--- src/verilog/reset_ctrl_pkg.sv ---
// What this block does
// - Hold core halted while reset is active
// - Load reset values; keep power-on-only bits
// - Port latches forced to one, open-drain
// - Weak pullups on during and after reset
// - Disable interrupts and timers in reset
// - Never touch data RAM during reset
// - Drive reset pin low for power/supply resets
// - Load program counter with start vector, select internal oscillator
// - Watchdog enabled when leaving any reset
// - Nine reset sources enter reset
// - Signature byte 0xa5 marks bootloader present
// - Any other signature means no bootloader
// - Bootloader present: start at bootloader vector
// - No bootloader: start at address zero
package reset_ctrl_pkg;
    localparam int          SRC_COUNT     = 9;
    localparam int          SRC_POWER_ON  = 0;
    localparam int          SRC_PIN       = 1;
    localparam int          SRC_COMPARE   = 2;
    localparam int          SRC_SOFTWARE  = 3;
    localparam int          SRC_SUPPLY    = 4;
    localparam int          SRC_WATCHDOG  = 5;
    localparam int          SRC_MISSCLK   = 6;
    localparam int          SRC_FLASH     = 7;
    localparam int          SRC_USB       = 8;
    localparam logic [7:0]  BOOT_SIG_OK   = 8'ha5;
    localparam logic [15:0] RESET_VECTOR  = 16'h0000;
    localparam logic [15:0] BOOT_VECTOR_DEF = 16'h3a00;
    localparam logic [7:0]  PORT_LATCH_RESET = 8'hff;
    localparam logic [1:0]  CLK_SEL_INTERNAL = 2'h0;
    localparam int          SYNC_STAGES   = 2;

    typedef logic [SRC_COUNT-1:0] src_vec_t;

    typedef struct packed {
        logic        coreHalt;
        logic        warmResetN;
        logic        coldResetN;
        logic        intDisable;
        logic        timerDisable;
        logic        pullupEnable;
        logic        watchdogEnable;
        logic [1:0]  clkSel;
        logic [15:0] startVector;
        logic        pcLoad;
    } reset_ctl_t;

    typedef enum logic [2:0] {
        ST_RESET = 3'b001,
        ST_SAMPLE = 3'b010,
        ST_RUN   = 3'b100
    } seq_state_t;
endpackage

--- src/verilog/reset_and_boot_vector_control.sv ---
`timescale 1ns/1ps
module reset_and_boot_vector_control #(
    parameter logic [15:0] BOOT_VECTOR = reset_ctrl_pkg::BOOT_VECTOR_DEF,
    parameter int          PORT_WIDTH  = 8
) (
    input  wire logic                          clk,
    input  wire logic                          resetn,
    input  wire logic                          powerOnReq,
    input  wire logic                          external_reset_pin_n_in,
    input  wire logic                          compareReq,
    input  wire logic                          softwareReq,
    input  wire logic                          supplyReq,
    input  wire logic                          watchdogReq,
    input  wire logic                          missClkReq,
    input  wire logic                          flashErrReq,
    input  wire logic                          usbResetReq,
    input  wire logic [7:0]                    bootSignature,
    output logic                               external_reset_pin_n_out,
    output logic                               external_reset_pin_n_oe_n,
    output reset_ctrl_pkg::reset_ctl_t         resetCtl,
    output logic [PORT_WIDTH-1:0]              portLatch,
    output logic [PORT_WIDTH-1:0]              portOpenDrain,
    output reset_ctrl_pkg::src_vec_t           lastSource,
    output logic                               ramWriteBlock
);
    import reset_ctrl_pkg::*;

    src_vec_t   rawReq;
    src_vec_t   syncReq;
    src_vec_t   latched_reg;
    seq_state_t state_reg;
    seq_state_t state_next;
    logic       anyReq;
    logic       pinDrive;
    src_vec_t   pinMask;
    src_vec_t   maskedReq;
    src_vec_t   heldReq;
    logic [SYNC_STAGES-1:0] echoHist_reg;

    // Gather sources; the pin is active low so invert before syncing
    always_comb begin
        rawReq               = '0;
        rawReq[SRC_POWER_ON] = powerOnReq;
        rawReq[SRC_PIN]      = ~external_reset_pin_n_in;
        rawReq[SRC_COMPARE]  = compareReq;
        rawReq[SRC_SOFTWARE] = softwareReq;
        rawReq[SRC_SUPPLY]   = supplyReq;
        rawReq[SRC_WATCHDOG] = watchdogReq;
        rawReq[SRC_MISSCLK]  = missClkReq;
        rawReq[SRC_FLASH]    = flashErrReq;
        rawReq[SRC_USB]      = usbResetReq;
    end

    // Every source crosses two flops before use
    reset_sync #(
        .WIDTH  (SRC_COUNT),
        .STAGES (SYNC_STAGES)
    ) u_sync (
        .clk     (clk),
        .resetn  (resetn),
        .asyncIn (rawReq),
        .syncOut (syncReq)
    );

    // Our own pin drive reads back as a pin request. The echo trails the drive
    // by the synchroniser depth, so the mask is stretched by that many cycles;
    // otherwise the echo would re-enter reset right after a power-on exit
    always_ff @(posedge clk or negedge resetn) begin
        if (!resetn) begin
            echoHist_reg <= '0;
        end else begin
            echoHist_reg <= {echoHist_reg[SYNC_STAGES-2:0], pinDrive};
        end
    end

    // Limitation: a real pin press inside that short tail is not seen
    assign pinDrive  = ~external_reset_pin_n_oe_n;
    assign pinMask   = (pinDrive | (|echoHist_reg)) ? (src_vec_t'(1) << SRC_PIN) : '0;
    assign maskedReq = syncReq & ~pinMask;
    assign anyReq    = |maskedReq;
    // History from an earlier reset must not act once we are running
    assign heldReq   = (state_reg == ST_RUN) ? '0 : latched_reg;

    // Release only after all sources are gone and one clean sample passes
    always_comb begin
        state_next = state_reg;
        unique case (state_reg)
            ST_RESET:  if (!anyReq) state_next = ST_SAMPLE;
            ST_SAMPLE: state_next = anyReq ? ST_RESET : ST_RUN;
            ST_RUN:    if (anyReq) state_next = ST_RESET;
            default:   state_next = ST_RESET;
        endcase
    end

    always_ff @(posedge clk or negedge resetn) begin
        if (!resetn) begin
            state_reg <= ST_RESET;
        end else begin
            state_reg <= state_next;
        end
    end

    // Record which sources caused the latest reset; a reset entered from run replaces the history
    always_ff @(posedge clk or negedge resetn) begin
        if (!resetn) begin
            latched_reg <= '0;
            lastSource  <= '0;
        end else begin
            if (state_reg == ST_RUN && anyReq) begin
                latched_reg <= maskedReq;
            end else if (state_reg != ST_RUN) begin
                latched_reg <= latched_reg | maskedReq;
            end
            if (state_next == ST_RUN && state_reg == ST_SAMPLE) begin
                lastSource <= latched_reg;
            end
        end
    end

    // Reset pin: drive low only for power-on and supply monitor resets
    always_ff @(posedge clk or negedge resetn) begin
        if (!resetn) begin
            external_reset_pin_n_out  <= 1'b0;
            external_reset_pin_n_oe_n <= 1'b1;
        end else begin
            external_reset_pin_n_out <= 1'b0;
            if (state_next != ST_RUN && (syncReq[SRC_POWER_ON] || syncReq[SRC_SUPPLY] ||
                heldReq[SRC_POWER_ON] || heldReq[SRC_SUPPLY])) begin
                external_reset_pin_n_oe_n <= 1'b0;
            end else begin
                external_reset_pin_n_oe_n <= 1'b1;
            end
        end
    end

    // Core and peripheral controls, all from flops
    always_ff @(posedge clk or negedge resetn) begin
        if (!resetn) begin
            resetCtl.coreHalt       <= 1'b1;
            resetCtl.warmResetN     <= 1'b0;
            resetCtl.coldResetN     <= 1'b0;
            resetCtl.intDisable     <= 1'b1;
            resetCtl.timerDisable   <= 1'b1;
            resetCtl.pullupEnable   <= 1'b1;
            resetCtl.watchdogEnable <= 1'b0;
            resetCtl.clkSel         <= CLK_SEL_INTERNAL;
            resetCtl.startVector    <= RESET_VECTOR;
            resetCtl.pcLoad         <= 1'b0;
        end else begin
            resetCtl.coreHalt     <= (state_next != ST_RUN);
            resetCtl.warmResetN   <= (state_next == ST_RUN);
            // Cold domain only resets on power-on; other types keep it
            resetCtl.coldResetN   <= ~(syncReq[SRC_POWER_ON] |
                                      (heldReq[SRC_POWER_ON] & (state_next != ST_RUN)));
            resetCtl.intDisable   <= (state_next != ST_RUN);
            resetCtl.timerDisable <= (state_next != ST_RUN);
            resetCtl.pullupEnable <= 1'b1;
            resetCtl.pcLoad       <= (state_reg == ST_SAMPLE && state_next == ST_RUN);
            if (state_next != ST_RUN) begin
                resetCtl.watchdogEnable <= 1'b1;
                resetCtl.clkSel         <= CLK_SEL_INTERNAL;
                // Signature is compared exactly; anything else is no loader
                resetCtl.startVector    <= (bootSignature == BOOT_SIG_OK) ? BOOT_VECTOR
                                                                          : RESET_VECTOR;
            end
        end
    end

    // Port latches high, open-drain, while in reset
    always_ff @(posedge clk or negedge resetn) begin
        if (!resetn) begin
            portLatch     <= PORT_WIDTH'(PORT_LATCH_RESET);
            portOpenDrain <= '1;
        end else begin
            portLatch     <= PORT_WIDTH'(PORT_LATCH_RESET);
            portOpenDrain <= '1;
        end
    end

    // RAM is never cleared; only writes are blocked while core is held
    always_ff @(posedge clk or negedge resetn) begin
        if (!resetn) begin
            ramWriteBlock <= 1'b1;
        end else begin
            ramWriteBlock <= (state_next != ST_RUN);
        end
    end
endmodule

--- src/verilog/reset_sync.sv ---
`timescale 1ns/1ps
module reset_sync #(
    parameter int WIDTH  = 1,
    parameter int STAGES = 2
) (
    input  wire logic             clk,
    input  wire logic             resetn,
    input  wire logic [WIDTH-1:0] asyncIn,
    output logic      [WIDTH-1:0] syncOut
);
    logic [WIDTH-1:0] stage_reg [STAGES];

    // First stage is read only by the next stage
    always_ff @(posedge clk or negedge resetn) begin
        if (!resetn) begin
            for (int i = 0; i < STAGES; i++) begin
                stage_reg[i] <= '0;
            end
        end else begin
            stage_reg[0] <= asyncIn;
            for (int i = 1; i < STAGES; i++) begin
                stage_reg[i] <= stage_reg[i-1];
            end
        end
    end

    assign syncOut = stage_reg[STAGES-1];
endmodule

--- config.mk ---
export PLATFORM = sky130hd
export DESIGN_NAME = reset_and_boot_vector_control
export DESIGN_NICKNAME = d
export VERILOG_FILES = /design/src/verilog/reset_ctrl_pkg.sv /design/src/verilog/reset_and_boot_vector_control.sv /design/src/verilog/reset_sync.sv
export SDC_FILE = /design/constraint.sdc
export NUM_CORES = 1
export LEC_CHECK = 0
export BUFFER_PORTS_ARGS = -buffer_cell sky130_fd_sc_hd__clkbuf_2
export CAP_MARGIN = 30
export CORE_MARGIN = 1.5
export CORE_UTILIZATION = 50
export CTS_CLUSTER_SIZE = 20
export DETAILED_ROUTE_END_ITERATION = 10
export PLACE_DENSITY_LB_ADDON = 0.2
export SLEW_MARGIN = 30
export SYNTH_ARGS = -nofsm -noshare
export SYNTH_HDL_FRONTEND = slang
export SYNTH_HIERARCHICAL = 1
export SYNTH_SLANG_ARGS = --single-unit
--- constraint.sdc ---
create_clock -name clk -period 5.7 [get_ports clk]
set_clock_uncertainty 0.15 [all_clocks]
set_input_delay 0.285 -clock clk [delete_from_list [all_inputs] [get_ports clk]]
set_output_delay 0.285 -clock clk [all_outputs]
set_load 0.02 [all_outputs]
==> reports/results.tsv, run 1 <==
metric	value	unit
worst reg2reg setup slack	3.55	ns
relative max-transition margin	59.31	%
Crit path max-delay family	simple AND/OR/NAND/NOR gates	
fin crit share	37.79	%
Non-Filler Instances	234	
vias after detailed routing	1057	
DR iter-0 viols	41	
CTS tree	built	
Power Density	291.5	mW/mm²
Setup TNS Final	0	ns
fraction of layout cells with a size suffix above 1	35.48	%
Yosys warning count	6	
Worst Hold Class	in -> reg	
endpoint class of the critical path	flip-flop	
Worst Max-Slew Pin Slew	0.6103	ns
crit-path cells	nor4_2 -> nand3_2 -> or4b_4 -> mux2_4	
wirelength, routed	2.794	mm
dpl cells	216	
Worst VDD drop	0.0001722	V
CTS sink cnt	48	
Die H	66.06	µm
GR Util All Layers	13.76	%
area grow syn2layout	11.77	%
P_leak	1.118	nW
Synth area leaders	dfrtp_1, buf_4, mux2_4	
R2R cell count	4	
reg-to-reg startpoint	u_sync/syncOut[0]	
vias per cell	4.517	
cell row count	22	
Clk Latency, worst-skew pair	0.30	ns
drt wl/cell	11.94	µm
FMAX	464.2	MHz
Synth top area share	56.64	%
Clock transition at path regs	0.08	ns
crit path DAT	2.19	ns
final layout net count	204	
largest net degree at the start of global routing	49	
Distinct cells, synth	28	
DRT Pass-1 Iters	4	
area leader, netlist	dfrtp_1	
CP required	5.74	ns
Crit path depth	4	
first-pass GRT wire length	4.271	mm
unrepaired setup endpoints after global routing	no	
syn_area_per_cell	13.52	µm²
Seq/Total Area, Yosys	60.60	%
Max Root-Sink Buffers	2	
Worst Setup SP	u_sync/syncOut[0]	
die width	66.06	µm
worst hold path stage count	4	
placer congestion estimate	0.7236	
clock root cell	clkbuf_8	
dpl hpwl	1.997	mm
Post-CTS Setup Repair Bufs	0	
Synth Register Bits	48	
Congestion Overflow GR	0	
CP Class	reg -> reg	
max incr delay on CP	0.67	ns
Critical R2R Capture	lastSource[8]	
Buf/Inv on CP	0	
Starting Density	53.11	%
number of CTS-inserted buffers	5	
Hold Vio Cnt, Final	0	
PortBufs	40	
DRC	0	
htree depth	2	
startpoint types	flip-flop	
Antenna Violating Nets Remaining	0	
Synth Instances	147	
initial antenna violation count	0	
status	complete, no violations	
Mapped Area	0.001988	mm²
# IOs	73	
Die ar.	0.004364	mm²
CP Max Fanout	11	
core area	0.003744	mm²
final setup fails	0	
number of global-route vias before repair	940	
Slew Limit Fails	0	
number of diodes	0	
critical path's slowest cell	or4b_4	
Max Cap Viol	0	
min Tclk post-route	2.154	ns
crit path to	lastSource[8]	
[Yosys cell counts]
cell       count
nor2_1         4
nand3_2        1
conb_1         2
and2_1         1
or2_2          1
nor4b_1        1
mux2_2         1
o31ai_1        1
buf_4         47
nor4_2         2
mux2_4         8
dfstp_2        3
a31oi_1        1
xnor2_1        2
or4b_4         1
buf_6          1
inv_1          5
dfrtp_1       45
clkbuf_1       1
nand4bb_1      1
nand2_1        3
nor4bb_1       2
o21ai_0        1
o21bai_1       1
mux2i_1        1
a21bo_2        1
or3_1          1
a21o_1         8
[timing repair]
item / CTS / global route
hold buffers: 10 / 0
endpoints found under the hold margin: 54 / 0
resized for setup: 0 / 0
[cell usage in the layout (no fill, tap or decap), drive strengths merged]
cell type,synthesis,layout
a21bo,1,1
a21o,8,8
a31oi,1,1
and2,1,1
bufinv,0,1
clkbuf,1,47
conb,2,32
dfrtp,45,45
dfstp,3,3
dlygate4sd3,0,10
inv,5,5
mux2,9,9
mux2i,1,1
nand2,3,3
nand3,1,1
nand4bb,1,1
nor2,4,4
nor4,2,2
nor4b,1,1
nor4bb,2,2
o21ai,1,1
o21bai,1,1
o31ai,1,1
or2,1,1
or3,1,1
or4b,1,1
xnor2,2,2
[worst min-delay path, delay by kind of cell]
family	cells	cell delay, ns
buffers and inverters	1	0.08
multiplexers	1	0.06
AND/OR/NAND/NOR	2	0.09
[metrics by stage]
stage | setup slack [ns] | utilization (%) | cell area (µm²) | power [mW] | hold slack (ns)
after global routing | 3.469 | 59.36 | 2222 | 0.6731 | 0.1134
after floorplan | 3.558 | - | 2101 | 0.3975 | -0.1606
after detailed placement | 3.547 | 53.31 | 1996 | 0.3897 | 0.1864
after CTS | 3.540 | 59.36 | 2222 | 0.6542 | 0.09830
after global placement | 3.603 | 53.24 | 1993 | 0.3885 | 0.1833
final | 3.546 | 59.36 | 2222 | 0.6478 | 0.1019
[cell type report]
cell class / count / area (µm²)
clock buffers: 7 / 96.34
clock inverters: 1 / 30.03
fillers: 317 / 1521
inverters: 5 / 18.77
multi-input cells: 75 / 509.2
flip-flops and latches: 48 / 1205
well taps: 48 / 60.06
repair buffers: 50 / 302.8
[power by group]
part / internal, mW / total (mW) / switching, mW
combinational: 0.0101 / 0.0375 / 0.0274
clock: 0.155 / 0.260 / 0.105
sequential: 0.347 / 0.350 / 0.00349
total: 0.512 / 0.648 / 0.136
[cell families after synthesis]
group	synth area share (%)
xor gates and xnor gates	0.8812
buffers and inverters	19.45
and+or+nand+nor	6.734
other	0.3777
AOI/OAI and AO/OA	4.846
muxes	7.112
DFF	60.60
[routing by layer]
metal  wire (µm)  GRT usage [%]
met5           0              0
met4          61          7.653
met3         171          3.578
met2        1463          23.36
met1        1097          15.77
[worst min path at each step]
| stage | start | endpoint | slack [ns] |
|---|---|---|---|
| global route | bootSignature[6] | resetCtl[13] | 0.11 |
| CTS | bootSignature[4] | resetCtl[13] | 0.1 |
| detailed placement | u_sync/stage_reg[13] | u_sync/syncOut[4] | 0.19 |
| global placement | u_sync/stage_reg[17] | u_sync/syncOut[8] | 0.18 |
| floorplan | resetn | echoHist_reg[0] | -0.16 |
| finish | bootSignature[4] | resetCtl[13] | 0.10 |
No activity file was read; power rests on OpenSTA's default activity.
==> inputs of run 2 (changes only) <==
CORE_UTILIZATION = 48   (was 50)
clock period = 2 ns   (was 5.7 ns; I/O delays follow)
==> run 2 against run 1 <==
- die area grew 4.0%
- sequential share of layout area shrank 1.9 points
- utilization shrank 1.8 points
- sequential cell count is the same
==> reports/results.tsv, run 2 (synthesis results as in run 1) <==
metric	value	unit
status	complete, no violations	
vias after detailed routing	1067	
largest net degree at the start of global routing	27	
Antenna Violating Nets Remaining	0	
Worst Setup SP	u_sync/syncOut[5]	
Power Density	714.9	mW/mm²
fill count	356	
vias per cell	4.337	
htree depth	2	
Non-Filler Instances	246	
max incr delay on CP	0.58	ns
Buf/Inv on CP	0	
drt wl/cell	11.19	µm
fin crit share	99.91	%
DRT Pass-1 Iters	4	
Clock transition at path regs	0.08	ns
wirelength, routed	2.752	mm
cell row count	23	
Hold Vio Cnt, Final	0	
Congestion Overflow GR	0	
fraction of layout cells with a size suffix above 1	36.22	%
Crit path max-delay family	simple AND/OR/NAND/NOR gates	
relative max-transition margin	61.00	%
DRC	0	
final setup fails	0	
Worst Hold Class	in -> async	
CP Class	reg -> reg	
Max Root-Sink Buffers	2	
GR Util All Layers	13.91	%
critical path's slowest cell	or4b_4	
Slew Limit Fails	0	
initial antenna violation count	0	
FMAX	500.5	MHz
startpoint types	flip-flop	
Worst VDD drop	0.0004076	V
leading cell type in the layout, fill and taps excluded	dfrtp_1	
crit path DAT	2.02	ns
core area	0.004000	mm²
Placed Area	0.002056	mm²
placer congestion estimate	0.7558	
reg-to-reg startpoint	u_sync/syncOut[5]	
dpl hpwl	1.943	mm
CTS sink cnt	48	
area grow syn2layout	15.86	%
first-pass GRT wire length	4.547	mm
design area	0.002303	mm²
most frequent cells in the layout	dfrtp_1, clkbuf_2, conb_1	
Die H	67.36	µm
die width	67.36	µm
min Tclk post-route	1.998	ns
Setup WS post-layout	0.001897	ns
pre-CTS setup slack	-0.009968	ns
CP Max Fanout	6	
number of CTS-inserted buffers	5	
number of global-route vias before repair	994	
dpl cells	222	
clock root cell	clkbuf_8	
P_leak	1.151	nW
endpoint class of the critical path	flip-flop	
Starting Density	49.70	%
CP required	2.02	ns
area of the multi-input gates	545.5	µm²
crit-path cells	nor4_4 -> nand3_2 -> or4b_4 -> mux2_4	
Die ar.	0.004537	mm²
final layout net count	214	
CTS tree	built	
number of diodes	0	
Clk Latency, worst-skew pair	0.29	ns
unrepaired setup endpoints after global routing	yes	
# IOs	73	
PortBufs	40	
Reg area	0.001205	mm²
DR iter-0 viols	49	
Worst Max-Slew Pin Slew	0.5850	ns
Max Cap Viol	0	
run 2: cell count changes in the layout (fill, tap and decap cells not counted), moves of 2 or more:
cell	previous run	this run
buf_4	0	4
clkbuf_1	0	2
clkbuf_8	7	5
dlygate4sd3_1	10	14
nor4_2	2	0
nor4_4	0	2
run 2: timing repair:
action / CTS / global route
endpoints found under the setup margin: 8 / 11
gates cloned: 1 / 0
hold endpoints to repair: 29 / 0
hold buffers: 14 / 0
resized for setup: 2 / 0
pin swaps: 0 / 0
setup buffers: 0 / 1
run 2: report_power, final:
| part | internal (mW) | switching, mW | leakage (nW) |
|---|---|---|---|
| sequential | 0.989 | 0.0125 | 0.561 |
| combinational | 0.0381 | 0.0811 | 0.548 |
| clock | 0.245 | 0.281 | 0.0422 |
| total | 1.27 | 0.375 | 1.15 |
run 2: per-layer routing:
metal	vias to the layer above	global-route usage, %	wire length [µm]
met5	-	0	0
met2	52	24.75	1412
li1	498	-	-
met1	515	15.84	1136
met4	0	3.061	11
met3	2	5.333	191
run 2: path summary, 6_finish.rpt:
check / endpoint / slack, ns / cells after the start
setup reg to reg: lastSource[5] / 0.002 / 4
max in group asynchronous: latched_reg[5] / 0.98 / 3
hold reg to reg: u_sync/syncOut[1] / 0.20 / 0
setup / recovery: lastSource[5] / 0.002 / 4
min in group clk: u_sync/syncOut[1] / 0.20 / 0
hold / removal: u_sync/syncOut[1] / 0.19 / 2
run 2: final cells by class:
| type | count | area share [%] |
|---|---|---|
| Clock buffer | 7 | 3.313 |
| Clock inverter | 1 | 0.2173 |
| Inverter | 5 | 0.8148 |
| Multi-Input combinational cell | 76 | 23.68 |
| Sequential cell | 48 | 52.31 |
| Tap cell | 50 | 2.716 |
| Timing Repair Buffer | 59 | 16.95 |
run 2: stage by stage:
step           hold slack, ns  total power [mW]  setup TNS, ns  util (%)
2_1_floorplan         -0.3456             1.138        -0.7755         -
3_3_place_gp         -0.03012             1.118              0     51.39
3_5_place_dp         -0.02167             1.120       -0.01320     51.39
4_1_cts                0.1972             1.670              0     57.40
5_1_grt                0.2103             1.730        -0.4371     57.59
6_report               0.1864             1.647              0     57.59
